**src/dils_defs.svh**
```systemverilog
// Register offsets, field positions, reset values and timing counts
`ifndef DILS_DEFS_SVH
`define DILS_DEFS_SVH
`define DILS_CLK_HZ 125000000
`define DILS_FLASH_HZ 2
`define DILS_FLASH_HALF ((`DILS_CLK_HZ / `DILS_FLASH_HZ) / 2)
`define DILS_OFF_CTRL 12'h000
`define DILS_OFF_STAT 12'h004
`define DILS_OFF_IRQ_STAT 12'h008
`define DILS_OFF_IRQ_MASK 12'h00C
`define DILS_OFF_CH_DIAG 12'h010
`define DILS_OFF_CH_IRQ 12'h014
`define DILS_OFF_ID 12'h018
`define DILS_CTRL_GRP_EN 0
`define DILS_IRQ_DIAG 0
`define DILS_IRQ_GRP 1
`define DILS_IRQ_SYNC 2
`define DILS_IRQ_JIT 3
`define DILS_IRQ_DROP 4
`define DILS_CTRL_RESET 32'h0000_0000
`define DILS_MASK_RESET 32'h0000_0000
`endif

```
**src/dils_pkg.sv**
```systemverilog
// Types shared by the indicator and interrupt block
package dils_pkg;
  typedef struct packed {
    logic red;
    logic yellow;
  } dils_group_led_t;
  typedef struct packed {
    logic sync_loss;
    logic jitter_high;
    logic frame_drop;
  } dils_maint_t;
  typedef enum logic [1:0] {
    DILS_BUS_OK,
    DILS_BUS_NOLINK,
    DILS_BUS_NOCONN
  } dils_bus_t;
endpackage

```
**src/dils_top.sv**
```systemverilog
// Diagnostics/maintenance interrupts and front-panel indicator logic
//
// Implementation choices: the register addresses and register access over APB.
`timescale 1ns/1ps
`default_nettype none
`include "dils_defs.svh"

// Behaviour
// - Two interrupt classes: diagnostics and maintenance
// - Channel fault edges raise channel, group interrupts
// - Sync loss, jitter, frame drop: maintenance
// - Running cleanly: group, bus dark, power lit
// - Supply low or hardware fault: all dark
// - Bus fault flashes: linked, no connection
// - Bus fault steady while no link
// - Peripheral fault lights group red
// - Maintenance alarm without peripheral fault lights group yellow
// - One green link indicator per port
// - Link indicator follows port link state
// - Load supply indicator only on outputs
// - Channel indicator: green status, red fault
module dils_top
  import dils_pkg::*;
#(
  parameter int CHANNELS = 8,
  parameter bit HAS_OUTPUTS = 1'b1,
  parameter int FLASH_HALF = `DILS_FLASH_HALF,
  parameter logic [31:0] ID_VALUE = 32'h0000_A5A5 // Arbitrary value
)
(
  input wire logic pclk, // APB clock
  input wire logic presetn, // Async reset, active low
  input wire logic psel, // APB select
  input wire logic penable, // APB enable
  input wire logic pwrite, // APB direction
  input wire logic [11:0] paddr, // APB byte address
  input wire logic [31:0] pwdata, // APB write data
  input wire logic [3:0] pstrb, // APB byte strobes
  output logic [31:0] prdata, // APB read data
  output logic pready, // APB ready
  output logic pslverr, // APB error
  input wire logic supply_ok, // Electronics supply adequate
  input wire logic hw_fault, // Hardware fault
  input wire logic switched_load_supply, // Switched load supply present
  input wire logic [1:0] port_link, // Per-port link up
  input wire logic conn_valid, // Valid connection, data exchange
  input wire logic [2:0] maint_evt, // Sync, jitter, drop conditions
  input wire logic [CHANNELS-1:0] ch_fault, // Channel fault level
  input wire logic [CHANNELS-1:0] ch_status, // Channel status level
  output logic irq, // Level interrupt
  output logic diag_irq, // Diagnostics interrupt pending
  output logic maint_irq, // Maintenance interrupt pending
  output logic [1:0] group_fault_maint_led, // {red, yellow}
  output logic bus_fault_led, // Bus fault indicator
  output logic power_led, // Power indicator
  output logic port_one_link_led, // Port 1 link
  output logic port_two_link_led, // Port 2 link
  output logic load_supply_led, // Load supply indicator
  output logic [CHANNELS-1:0] ch_green_led, // Channel status
  output logic [CHANNELS-1:0] ch_red_led // Channel fault
);

  // Input synchronisers
  logic [1:0] link_s1, link_s2;
  logic [2:0] mnt_s1, mnt_s2, mnt_d;
  logic [CHANNELS-1:0] flt_s1, flt_s2, flt_d, sts_s1, sts_s2;
  logic [3:0] misc_s1, misc_s2;
  always_ff @(posedge pclk or negedge presetn)
  begin
    if (!presetn)
    begin
      link_s1 <= 2'h0;
      link_s2 <= 2'h0;
      mnt_s1 <= 3'h0;
      mnt_s2 <= 3'h0;
      mnt_d <= 3'h0;
      misc_s1 <= 4'h0;
      misc_s2 <= 4'h0;
    end
    else
    begin
      link_s1 <= port_link;
      link_s2 <= link_s1;
      mnt_s1 <= maint_evt;
      mnt_s2 <= mnt_s1;
      mnt_d <= mnt_s2;
      misc_s1 <= {supply_ok, hw_fault, switched_load_supply, conn_valid};
      misc_s2 <= misc_s1;
    end
  end

  wire sup_ok = misc_s2[3];
  wire hw_flt = misc_s2[2];
  wire load_ok = misc_s2[1];
  wire conn_ok = misc_s2[0];
  wire powered = sup_ok && !hw_flt;

  // Event detection
  wire [CHANNELS-1:0] ch_edge = flt_s2 ^ flt_d;
  wire [2:0] mnt_rise = mnt_s2 & ~mnt_d;
  wire any_ch_edge = |ch_edge;

  // Registers
  logic [31:0] ctrl;
  logic [4:0] irq_stat;
  logic [4:0] irq_mask;
  logic [CHANNELS-1:0] ch_irq;
  wire grp_en = ctrl[`DILS_CTRL_GRP_EN];

  wire acc = psel && penable;
  wire wr = acc && pwrite;
  wire hit_ctrl = paddr == `DILS_OFF_CTRL;
  wire hit_stat = paddr == `DILS_OFF_STAT;
  wire hit_istat = paddr == `DILS_OFF_IRQ_STAT;
  wire hit_imask = paddr == `DILS_OFF_IRQ_MASK;
  wire hit_chd = paddr == `DILS_OFF_CH_DIAG;
  wire hit_chi = paddr == `DILS_OFF_CH_IRQ;
  wire hit_id = paddr == `DILS_OFF_ID;
  wire mapped = hit_ctrl || hit_stat || hit_istat || hit_imask || hit_chd ||
    hit_chi || hit_id;
  wire [31:0] wmask = {{8{pstrb[3]}}, {8{pstrb[2]}}, {8{pstrb[1]}},
    {8{pstrb[0]}}};
  wire [31:0] wclr = (wr && hit_istat) ? (pwdata & wmask) : 32'h0;
  wire [31:0] wclr_ch = (wr && hit_chi) ? (pwdata & wmask) : 32'h0;

  // Sticky status, set wins over write-one-to-clear
  wire [4:0] ev;
  assign ev[`DILS_IRQ_DIAG] = any_ch_edge;
  assign ev[`DILS_IRQ_GRP] = any_ch_edge && grp_en;
  assign ev[`DILS_IRQ_SYNC] = mnt_rise[2];
  assign ev[`DILS_IRQ_JIT] = mnt_rise[1];
  assign ev[`DILS_IRQ_DROP] = mnt_rise[0];
  wire [4:0] next_irq_stat = (irq_stat & ~wclr[4:0]) | ev;
  wire [CHANNELS-1:0] next_ch_irq = (ch_irq & ~wclr_ch[CHANNELS-1:0]) |
    ch_edge;
  wire [4:0] pend = irq_stat & irq_mask;

  wire [31:0] stat_word = {22'h0, flt_s2 != '0, |mnt_s2, conn_ok, load_ok,
    hw_flt, sup_ok, link_s2, 2'h0};
  wire [31:0] rd_mux =
    hit_ctrl ? ctrl :
    hit_stat ? stat_word :
    hit_istat ? {27'h0, irq_stat} :
    hit_imask ? {27'h0, irq_mask} :
    hit_chd ? 32'(flt_s2) :
    hit_chi ? 32'(ch_irq) :
    hit_id ? ID_VALUE : 32'h0;

  always_ff @(posedge pclk or negedge presetn)
  begin
    if (!presetn)
    begin
      ctrl <= `DILS_CTRL_RESET;
      irq_mask <= 5'h0;
      irq_stat <= 5'h0;
      prdata <= 32'h0;
      pready <= 1'b0;
      pslverr <= 1'b0;
    end
    else
    begin
      irq_stat <= next_irq_stat;
      if (wr && hit_ctrl)
        ctrl <= (ctrl & ~wmask) | (pwdata & wmask & 32'h0000_0001);
      if (wr && hit_imask)
        irq_mask <= (irq_mask & ~wmask[4:0]) | (pwdata[4:0] & wmask[4:0]);
      pready <= psel && !penable;
      pslverr <= psel && !penable && !mapped;
      prdata <= (psel && !penable && !pwrite) ? rd_mux : 32'h0;
    end
  end

  // Per-channel synchronisers, event flags and indicators
  genvar gi;
  generate
    for (gi = 0; gi < CHANNELS; gi++)
    begin : g_ch
      always_ff @(posedge pclk or negedge presetn)
      begin
        if (!presetn)
        begin
          flt_s1[gi] <= 1'b0;
          flt_s2[gi] <= 1'b0;
          flt_d[gi] <= 1'b0;
          sts_s1[gi] <= 1'b0;
          sts_s2[gi] <= 1'b0;
          ch_irq[gi] <= 1'b0;
          ch_green_led[gi] <= 1'b0;
          ch_red_led[gi] <= 1'b0;
        end
        else
        begin
          flt_s1[gi] <= ch_fault[gi];
          flt_s2[gi] <= flt_s1[gi];
          flt_d[gi] <= flt_s2[gi];
          sts_s1[gi] <= ch_status[gi];
          sts_s2[gi] <= sts_s1[gi];
          ch_irq[gi] <= next_ch_irq[gi];
          ch_green_led[gi] <= powered && sts_s2[gi] && !flt_s2[gi];
          ch_red_led[gi] <= powered && flt_s2[gi];
        end
      end
    end
  endgenerate

  // Flash divider, fixed rate
  logic [$clog2(FLASH_HALF+1)-1:0] flash_cnt;
  logic flash;
  always_ff @(posedge pclk or negedge presetn)
  begin
    if (!presetn)
    begin
      flash_cnt <= '0;
      flash <= 1'b0;
    end
    else if (flash_cnt == ($bits(flash_cnt))'(FLASH_HALF - 1))
    begin
      flash_cnt <= '0;
      flash <= !flash;
    end
    else
      flash_cnt <= flash_cnt + 1'b1;
  end

  // Indicator decoding
  wire linked = |link_s2;
  dils_bus_t bus_state;
  assign bus_state = !linked ? DILS_BUS_NOLINK :
    !conn_ok ? DILS_BUS_NOCONN : DILS_BUS_OK;
  wire next_bf = !powered ? 1'b0 :
    (bus_state == DILS_BUS_NOLINK) ? 1'b1 :
    (bus_state == DILS_BUS_NOCONN) ? flash : 1'b0;
  wire periph_flt = |flt_s2;
  dils_group_led_t next_grp;
  assign next_grp.red = powered && periph_flt;
  assign next_grp.yellow = powered && !periph_flt && (|mnt_s2);

  always_ff @(posedge pclk or negedge presetn)
  begin
    if (!presetn)
    begin
      irq <= 1'b0;
      diag_irq <= 1'b0;
      maint_irq <= 1'b0;
      group_fault_maint_led <= 2'h0;
      bus_fault_led <= 1'b0;
      power_led <= 1'b0;
      port_one_link_led <= 1'b0;
      port_two_link_led <= 1'b0;
      load_supply_led <= 1'b0;
    end
    else
    begin
      irq <= |pend;
      diag_irq <= pend[`DILS_IRQ_DIAG] || pend[`DILS_IRQ_GRP];
      maint_irq <= |pend[4:2];
      group_fault_maint_led <= next_grp;
      bus_fault_led <= next_bf;
      power_led <= powered;
      port_one_link_led <= powered && link_s2[0];
      port_two_link_led <= powered && link_s2[1];
      load_supply_led <= HAS_OUTPUTS && powered && load_ok;
    end
  end

endmodule
`default_nettype wire

```
**config.mk**
```make
export PLATFORM = sky130hd
export DESIGN_NAME = dils_top
export DESIGN_NICKNAME = d
export VERILOG_FILES = /design/src/dils_pkg.sv /design/src/dils_top.sv
export VERILOG_INCLUDE_DIRS = /design/src
export SDC_FILE = /design/constraint.sdc
export NUM_CORES = 1
export LEC_CHECK = 0
export BUFFER_PORTS_ARGS = -buffer_cell sky130_fd_sc_hd__buf_2
export CAP_MARGIN = 0
export CORE_MARGIN = 2
export CORE_UTILIZATION = 50
export CTS_BUF_LIST = sky130_fd_sc_hd__clkbuf_4 sky130_fd_sc_hd__clkbuf_8
export DETAILED_ROUTE_END_ITERATION = 8
export HOLD_SLACK_MARGIN = 0.05
export PLACE_DENSITY = 0.76
export SLEW_MARGIN = 20
export SYNTH_ARGS = -nofsm -noshare
export SYNTH_HDL_FRONTEND = slang
export SYNTH_SLANG_ARGS = --single-unit
export TNS_END_PERCENT = 5
```
**constraint.sdc**
```tcl
create_clock -name pclk -period 2.01 [get_ports pclk]
set_input_delay 0.3015 -clock pclk [delete_from_list [all_inputs] [get_ports pclk]]
set_output_delay 0.3015 -clock pclk [all_outputs]
set_load 0.02 [all_outputs]
```
==> out/metrics.csv, run 1 <==
metric,value,unit
"Clk pin slew, worst setup/hold paths",0.11,ns
# IOs,138,
total gr overflow,0,
"Arr. time, crit path",2.37,ns
DR WL/cell,16.3,um
Adder-Cell Fraction of Synth Area,0.00172,
layout cells sized above 1,0.287,
Routed WL,15500,um
Final Wtd Congestion,0.911,
crit-path max FO,6,
antenna cells,0,
clk_lat worst skew,0.47,ns
synth warn,0,
complex-gate fraction of the synthesized area,0.0670,
worst vdd ir,0.726,mV
DP HPWL,10900,um
DRC,0,
TNS Setup,0,ns
power per cell area,766,nW/um2
R2R Path Start,flash_cnt[13],
Max Root-Sink Buffers,2,
global-route wire length before repair,25700,um
total track usage,0.209,
initial core utilization,0.507,
Synth async-reset ratio,1.00,
Cells after DPL,888,
vias in the first global route,5208,
DRT Pass-1 Iters,4,
fmax,507,MHz
Yosys cell types,61,
RSZ-0062 raised after global routing,true,
crit path from,flash_cnt[13],
Placement Rows,44,
Hold WC Path Type,in2reg,
max FFs per register,32,
DR vias/cell,5.26,
"Avg Cell Area, Syn",12.7,um2
Synth Cell Area,7280,um2
largest net degree at the start of global routing,59,
Simple-Gate Fraction of Synth Area,0.184,
share of the synthesized area in the top cell type,0.677,
"commonest non-fill, non-tap cell in the layout",dfrtp_1,
clock skew after layout,0.0133,ns
Synth-to-Final Area Change,25.2,%
DR iter-0 viols,285,
relative slew slack,0.656,
max_cap viols,0,
hold path start,pwdata[0],
Post-synth EDFFs,0,
worst setup margin,0.0372,ns
H-tree depth,4,
Vias,5004,
Num CTS Buffers,17,
initial antenna violation count,0,
"FF+latch count, synth",197,
CP startpoint kind,flop,
Die H,125,um
mux contribution to synthesized area,0.0174,
critical path endpoint category,flop,
Final Max Slew Viols,0,
Layout Nets,833,
most area-consuming cells after synthesis,"dfrtp_1 (68%), and2_1 (5.2%), xnor2_1 (2.0%)",
hold slack,0.111,ns
leakage power total,4.40,nW
TritonCTS Sinks,197,
DRT antenna net count,0,
most frequent cells in the layout,"dfrtp_1 (195), buf_2 (112), and2_1 (60)",
register area share after synthesis,0.677,
clock root buffer,clkbuf_8,
"Most flops, register",prdata,
die area,15500,um2
syn nets,650,
fin crit share,0.982,
Synth area leader,dfrtp_1,
Crit Path Category,reg2reg,
Final Hold Fails,0,
slew of the pin with the lowest slew margin,0.515,ns
largest family of logic cells by synthesized area,simple AND/OR/NAND/NOR gates,
Die W,125,um
critical path data required time,2.41,ns
Core Area,14400,um2
Final setup viols,0,
port bufs,113,
post-place setup slack,-0.139,ns
Layout Cells excl Fill,951,
Post-Synth XOR/XNOR Area,0.0289,
dpl cell area,8330,um2
biggest regs,"prdata (32), ctrl (31), flash_cnt (25)",
outcome,finished clean,
"Top FF cell, synth",dfrtp_1,
Mapped Cells,571,
final instance area,9110,um2
CTS tree,built,
clock period minus worst slack,1.97,ns
==> Yosys cell counts (7+ instances only) <==
| master | instances |
|---|---|
| and3_1 | 8 |
| clkbuf_1 | 13 |
| mux2i_1 | 7 |
| nor2b_1 | 7 |
| xnor2_1 | 17 |
| nand3_1 | 22 |
| nand2b_1 | 12 |
| o31ai_1 | 12 |
| nor2_1 | 23 |
| dfrtp_1 | 197 |
| inv_1 | 21 |
| and2_1 | 60 |
| nand2_1 | 27 |
| a21oi_1 | 15 |
| nor3_1 | 10 |
| o21ai_0 | 11 |
| nor4_1 | 7 |
| nor3b_1 | 8 |
| xor2_1 | 7 |
| nand4_1 | 10 |
==> cells by family (layout without fill, tap and decap cells) <==
logic type / count (synthesis) / after routing
flops: 197 / 197
xor+xnor: 24 / 24
fa+ha+maj: 1 / 1
mux: 12 / 12
compound gates: 72 / 72
simple gates: 224 / 224
buf+inv: 41 / 237
==> worst paths after layout <==
kind / endpoint / slack (ns) / depth (start not counted)
setup / recovery: flash / 0.04 / 5
hold / removal: flop / 0.11 / 2
setup reg to reg: flash / 0.04 / 5
hold reg to reg: sts_s2[5] / 0.36 / 0
max in group asynchronous: prdata[12] / 1.03 / 3
min in group asynchronous: sts_s1[6] / 0.33 / 2
==> stage by stage <==
| stage | util | total power [mW] |
|---|---|---|
| 2_1_floorplan | - | 4.28 |
| 3_3_place_gp | 0.580 | 4.50 |
| 3_5_place_dp | 0.580 | 4.52 |
| 4_1_cts | 0.628 | 7.04 |
| 5_1_grt | 0.634 | 7.25 |
| 6_report | 0.634 | 6.98 |
==> metal layers <==
metal | vias to the layer above | global-route usage | share of wire
li1 | 2328 | - | -
met1 | 2478 | 0.289 | 0.45
met2 | 178 | 0.323 | 0.47
met3 | 20 | 0.0507 | 0.057
met4 | 0 | 0.0793 | 0.019
met5 | - | 0 | 0
==> critical path: stages (launching register included) <==
cell,delay (ns)
dfrtp_1,0.40
or4bb_1,0.50
or4_4,0.60
nor2_4,0.14
buf_4,0.16
xnor2_1,0.11
==> power by group <==
group / total, mW / switching [mW] / internal [mW]
logic: 0.395 / 0.232 / 0.163
registers: 4.08 / 0.0414 / 4.04
clock network: 2.50 / 1.55 / 0.955
total: 6.98 / 1.82 / 5.16
==> final cells by class <==
class,instances,area (um2)
tap,184,230
fill,1083,5260
timing repair buffer,184,1220
clock inverter,15,183
sequential,197,4930
inverter,21,78.8
clock buffer,17,234
multi-input combinational,333,2230
==> what timing repair did <==
| action | in CTS | in global routing |
|---|---|---|
| resized for setup | 2 | 15 |
| setup buffers | 0 | 4 |
| hold buffers | 27 | 0 |
| pin swaps | 0 | 8 |
| setup endpoints to repair | 10 | 10 |
| endpoints found under the hold margin | 80 | 0 |
(Power assumes the default switching activity.)
==> run 2, diff against run 1 <==
--- a/config.mk
+++ b/config.mk
@@ -9,5 +9,5 @@
 export BUFFER_PORTS_ARGS = -buffer_cell sky130_fd_sc_hd__buf_2
 export CAP_MARGIN = 0
-export CORE_MARGIN = 2
+export CORE_MARGIN = 5
 export CORE_UTILIZATION = 50
 export CTS_BUF_LIST = sky130_fd_sc_hd__clkbuf_4 sky130_fd_sc_hd__clkbuf_8
==> constraint.sdc (replaced) <==
create_clock -name pclk -period 2.01 [get_ports pclk]
set_input_delay 0.402 -clock pclk [delete_from_list [all_inputs] [get_ports pclk]]
set_output_delay 0.402 -clock pclk [all_outputs]
set_load 0.02 [all_outputs]
==> run 2 against run 1 <==
Net effect: clock-buffer cell count rose by 1; combinational power rose by 1%; wire length rose by 1.9%; design area fell by 0.66%; register-to-register slack barely moved.
==> out/metrics.csv, run 2 (same netlist as run 1, synthesis figures left out) <==
metric,value,unit,change
DR vias/cell,5.29,,was 5.26
share of power burned in the clock network,0.356,,was 0.358
global-route wire length before repair,25700,um,about the same
critical path data required time,2.41,ns,about the same
CP startpoint kind,flop,,unchanged
DR iter-0 viols,387,,was 285
critical path endpoint category,flop,,unchanged
worst setup margin,0.0472,ns,was 0.0372 ns
Die H,131,um,was 125 um
vias in the first global route,5111,,was 5208
most frequent cells in the layout,"dfrtp_1 (196), buf_2 (112), and2_1 (60)",,"was dfrtp_1 (195), buf_2 (112), and2_1 (60)"
Int Pwr,5.17,mW,was 5.16 mW
DR WL/cell,16.6,um,was 16.3 um
Synth-to-Final Area Change,24.4,%,was 25.2%
Crit Path Category,reg2reg,,unchanged
"Clk pin slew, worst setup/hold paths",0.10,ns,was 0.11 ns
total gr overflow,0,,unchanged
combinational share of power,0.057,,about the same
largest net degree at the start of global routing,60,,was 59
DRT Pass-1 Iters,5,,was 4
Hold WC Path Type,in2reg,,unchanged
Final Wtd Congestion,0.897,,was 0.911
Routed WL,15800,um,was 15500 um
Final Max Slew Viols,0,,unchanged
slew of the pin with the lowest slew margin,0.606,ns,was 0.515 ns
TritonCTS Sinks,197,,unchanged
outcome,finished clean,,unchanged
final instance area,9050,um2,was 9110 um2
crit-path max FO,6,,unchanged
register area,4930,um2,about the same
Reg power frac,0.586,,was 0.585
Layout Cells excl Fill,950,,was 951
Die W,131,um,was 125 um
dpl cell area,8340,um2,was 8330 um2
clock skew after layout,0.0159,ns,was 0.0133 ns
fin crit share,0.977,,was 0.982
Total Power,6.96,mW,was 6.98 mW
RSZ-0062 raised after global routing,true,,unchanged
DRC,0,,unchanged
worst vdd ir,0.737,mV,was 0.726 mV
Vias,5028,,was 5004
layout cells sized above 1,0.275,,was 0.287
"Slowest-stage cell, CP",or4_4,,unchanged
CTS tree,built,,unchanged
leakage power total,4.40,nW,about the same
max FFs per register,32,,unchanged
H-tree depth,4,,unchanged
post-place setup slack,-0.234,ns,was -0.139 ns
P_sw,1.79,mW,was 1.82 mW
clk_lat worst skew,0.47,ns,about the same
DP HPWL,11000,um,was 10900 um
clock root buffer,clkbuf_8,,unchanged
fmax,509,MHz,was 507 MHz
# IOs,138,,unchanged
Sw Ratio,0.257,,was 0.261
Final setup viols,0,,unchanged
crit-path max cell delay,0.59,ns,was 0.60 ns
relative slew slack,0.596,,was 0.656
crit-path leading delay family,simple AND/OR/NAND/NOR gates,,unchanged
Worst Path Buf+Inv,1,,unchanged
"commonest non-fill, non-tap cell in the layout",dfrtp_1,,unchanged
total track usage,0.195,,was 0.209
antenna cells,0,,unchanged
Final Hold Fails,0,,unchanged
power per cell area,769,nW/um2,was 766 nW/um2
final core occ,0.628,,was 0.634
"Most flops, register",prdata,,unchanged
Cells after DPL,890,,was 888
DRT antenna net count,0,,unchanged
clock period minus worst slack,1.96,ns,was 1.97 ns
die area,17100,um2,was 15500 um2
port bufs,113,,unchanged
initial core utilization,0.505,,was 0.507
Num CTS Buffers,17,,unchanged
max_cap viols,0,,unchanged
"Arr. time, crit path",2.36,ns,was 2.37 ns
biggest regs,"prdata (32), ctrl (31), flash_cnt (25)",,unchanged
initial antenna violation count,0,,unchanged
Placement Rows,44,,unchanged
Core Area,14400,um2,about the same
Max Root-Sink Buffers,2,,unchanged
area of the multi-input gates,2200,um2,was 2230 um2
Fill cells,1093,,was 1083
Layout Nets,832,,was 833
cells along the critical path,or4bb_1 -> or4_4 -> nor2_4 -> buf_6 -> xnor2_2,,was or4bb_1 -> or4_4 -> nor2_4 -> buf_4 -> xnor2_1
-- run 2: final timing paths --
check                           slack [ns]     startpoint  cells after the start         to
max in group asynchronous             0.90        presetn                      3   ctrl[29]
worst min-delay path                  0.13        penable                      2     pready
worst max register to register        0.05  flash_cnt[11]                      5      flash
worst max-delay path                  0.05  flash_cnt[11]                      5      flash
worst min register to register        0.36      flt_s1[4]                      0  flt_s2[4]
min in group asynchronous             0.46        presetn                      2  sts_s1[1]
-- run 2: layer usage --
layer | GRT usage | wire length (um)
met1 | 0.274 | 7040
met2 | 0.295 | 7290
met3 | 0.0593 | 1250
met4 | 0.0593 | 190
met5 | 0 | 0
-- run 2: metrics by stage --
step	hold slack (ns)	setup TNS [ns]
floorplan	0.106	-1.03
detailed placement	0.336	-4.98
global route	0.109	-0.201
CTS	0.0966	0
global placement	0.334	-2.30
finish	0.132	0
-- run 2: what timing repair did --
item	4_1_cts	5_1_grt
pin swaps	0	3
buffers inserted	0	2
hold endpoints to repair	78	0
resized for setup	2	6
hold buffers	26	0
setup endpoints to repair	6	16
-- run 2: power by group through the flow --
stage          Clock (mW)  Sequential [mW]  Combinational, mW
6_report             2.48             4.08              0.399
3_3_place_gp            0             4.15              0.352
4_1_cts              2.54             4.08              0.403
5_1_grt              2.72             4.09              0.442
3_5_place_dp            0             4.16              0.362
2_1_floorplan           0             4.17              0.113
-- run 2: cell type report --
cell class	instances	share of cell area
sequential	197	0.545
multi-input combinational	333	0.243
timing repair buffer	183	0.134
clock buffer	18	0.0274
tap	184	0.0254
clock inverter	14	0.0169
inverter	21	0.00871
==> run 3, diff against run 2 <==
CORE_MARGIN = 2   (was 5)
==> run 3 against run 2 <==
Net effect: largest power group unchanged; first-iteration DRC count up 12%; clock-buffer cell count down 1; hold slack better by 0.0040 ns; clock power up 10%; highest routed layer unchanged; design area up 0.47%.
==> out/metrics.csv, run 3 (same netlist as run 1, synthesis figures left out) <==
metric,value,unit,change
outcome,finished clean,,unchanged
critical path endpoint category,flop,,unchanged
Cells after DPL,888,,was 890
# IOs,138,,unchanged
Sw Ratio,0.251,,was 0.257
hold slack,0.136,ns,was 0.132 ns
crit-path leading delay family,simple AND/OR/NAND/NOR gates,,unchanged
port bufs,113,,unchanged
Final setup viols,0,,unchanged
clock period minus worst slack,1.94,ns,was 1.96 ns
reg-to-reg endpoint,flash_cnt[20],,was flash
R2R cell count,5,,unchanged
Final Max Slew Viols,0,,unchanged
total track usage,0.211,,was 0.195
Final Wtd Congestion,0.918,,was 0.897
crit-path max FO,5,,was 6
fin crit share,0.966,,was 0.977
max FFs per register,32,,unchanged
Die W,125,um,was 131 um
fmax,515,MHz,was 509 MHz
DRT Pass-1 Iters,6,,was 5
largest net degree at the start of global routing,48,,was 60
Max Root-Sink Buffers,2,,unchanged
Synth-to-Final Area Change,24.9,%,was 24.4%
biggest regs,"prdata (32), ctrl (31), flash_cnt (25)",,unchanged
Die H,125,um,was 131 um
global-route wire length before repair,26000,um,was 25700 um
Final Hold Fails,0,,unchanged
most frequent cells in the layout,"dfrtp_1 (196), buf_2 (112), and2_1 (60)",,unchanged
DR WL/cell,16.3,um,was 16.6 um
layout cells sized above 1,0.271,,was 0.275
"Clk pin slew, worst setup/hold paths",0.10,ns,about the same
"Most flops, register",prdata,,unchanged
Vias,5002,,was 5028
CP startpoint kind,flop,,unchanged
R2R Path Start,flash_cnt[13],,was flash_cnt[11]
clock root buffer,clkbuf_8,,unchanged
P_sw,1.81,mW,was 1.79 mW
DR vias/cell,5.28,,was 5.29
relative slew slack,0.622,,was 0.596
Fill cells,1076,,was 1093
CTS tree,built,,unchanged
total gr overflow,0,,unchanged
Crit Path Category,reg2reg,,unchanged
slew of the pin with the lowest slew margin,0.567,ns,was 0.606 ns
r2r setup slk,0.07,ns,was 0.05 ns
Worst Setup EP,flash_cnt[20],,was flash
"Slowest-stage cell, CP",or4_4,,unchanged
crit path from,flash_cnt[13],,was flash_cnt[11]
DRC,0,,unchanged
initial antenna violation count,0,,unchanged
DR iter-0 viols,433,,was 387
Placement Rows,44,,unchanged
Layout Nets,830,,was 832
worst vdd ir,0.539,mV,was 0.737 mV
crit-path max cell delay,0.60,ns,was 0.59 ns
Num CTS Buffers,17,,unchanged
max_cap viols,0,,unchanged
power per cell area,794,nW/um2,was 769 nW/um2
Worst Path Buf+Inv,1,,unchanged
Routed WL,15400,um,was 15800 um
initial core utilization,0.507,,was 0.505
"commonest non-fill, non-tap cell in the layout",dfrtp_1,,unchanged
Layout Cells excl Fill,948,,was 950
DP HPWL,10800,um,was 11000 um
combinational share of power,0.055,,was 0.057
die area,15500,um2,was 17100 um2
critical path data required time,2.35,ns,was 2.41 ns
TritonCTS Sinks,197,,unchanged
Reg power frac,0.565,,was 0.586
Core Area,14400,um2,about the same
clock skew after layout,0.0164,ns,was 0.0159 ns
antenna cells,0,,unchanged
clk_lat worst skew,0.47,ns,about the same
vias in the first global route,5095,,was 5111
DRT antenna net count,0,,unchanged
"Arr. time, crit path",2.28,ns,was 2.36 ns
H-tree depth,4,,unchanged
share of power burned in the clock network,0.380,,was 0.356
RSZ-0062 raised after global routing,true,,unchanged
Hold WC Path Type,in2reg,,unchanged
cells along the critical path,or4bb_1 -> or4_4 -> nor2_4 -> buf_4 -> a21oi_1,,was or4bb_1 -> or4_4 -> nor2_4 -> buf_6 -> xnor2_2
leakage power total,4.41,nW,was 4.40 nW
Int Pwr,5.41,mW,was 5.17 mW
Crit path depth,5,,unchanged
## run 3: cell count changes in the layout (fill, tap and decap cells not counted), sizes merged
| cell | previous run | this run |
|---|---|---|
| inv | 29 | 25 |
| clkinv | 5 | 8 |
| buf | 156 | 154 |
| bufinv | 0 | 2 |
| clkbuf | 19 | 18 |
## run 3: what timing repair did
action,in CTS,in global routing
hold endpoints to repair,64,1
pin swaps,0,2
hold buffers,25,1
setup endpoints to repair,6,12
setup buffers,1,1
gates resized for setup,2,1
## run 3: worst min-delay path by stage
stage | start | to | slack [ns] | cells after the start
after floorplan | presetn | asynchronous set/reset pin | 0.11 | 0
final | penable | pready | 0.14 | 2
after global routing | penable | pready | 0.12 | 2
after global placement | flt_s1[1] | flt_s2[1] | 0.33 | 0
after CTS | maint_evt[0] | mnt_s1[0] | 0.05 | 1
after detailed placement | sts_s1[2] | sts_s2[2] | 0.33 | 0
## run 3: worst reg2reg max path: cells and delay by family (launching register included)
family | cells | cell delay, ns
AOI/OAI and AO/OA | 1 | 0.05
buffers and inverters | 1 | 0.16
DFF | 1 | 0.39
and+or+nand+nor | 3 | 1.23
## run 3: layout make-up
class / count / area [um2] / area share
repair buffers: 181 / 1200 / 0.132
clock buffers: 17 / 234 / 0.0257
flip-flops and latches: 197 / 4930 / 0.542
clock inverters: 15 / 233 / 0.0256
multi-input cells: 333 / 2190 / 0.241
well taps: 184 / 230 / 0.0253
inverters: 21 / 78.8 / 0.00867
## run 3: metrics by stage
step	setup TNS [ns]	cell area (um2)	setup WS [ns]	total power, mW	utilization
CTS	0	9070	0.0105	7.29	0.632
finish	0	9090	0.0677	7.22	0.633
detailed placement	-4.42	8340	-0.225	4.52	0.581
global route	-0.0171	9090	-0.0171	7.50	0.633
global placement	-2.60	8340	-0.175	4.51	0.581
floorplan	-1.03	7280	-0.102	4.28	-
## run 3: routing by layer
layer / vias to the layer above / global-route usage / routed length [um]
met5: - / 0 / 0
met4: 0 / 0.0793 / 300
met3: 24 / 0.0438 / 967
met2: 191 / 0.329 / 7250
met1: 2468 / 0.298 / 6920
li1: 2319 / - / -
## run 3: power groups by stage
stage / Combinational [mW] / Sequential (mW) / Clock, mW
after floorplan: 0.113 / 4.17 / 0
after global placement: 0.351 / 4.16 / 0
after detailed placement: 0.360 / 4.16 / 0
after CTS: 0.399 / 4.08 / 2.81
after global routing: 0.439 / 4.09 / 2.97
final: 0.397 / 4.08 / 2.74
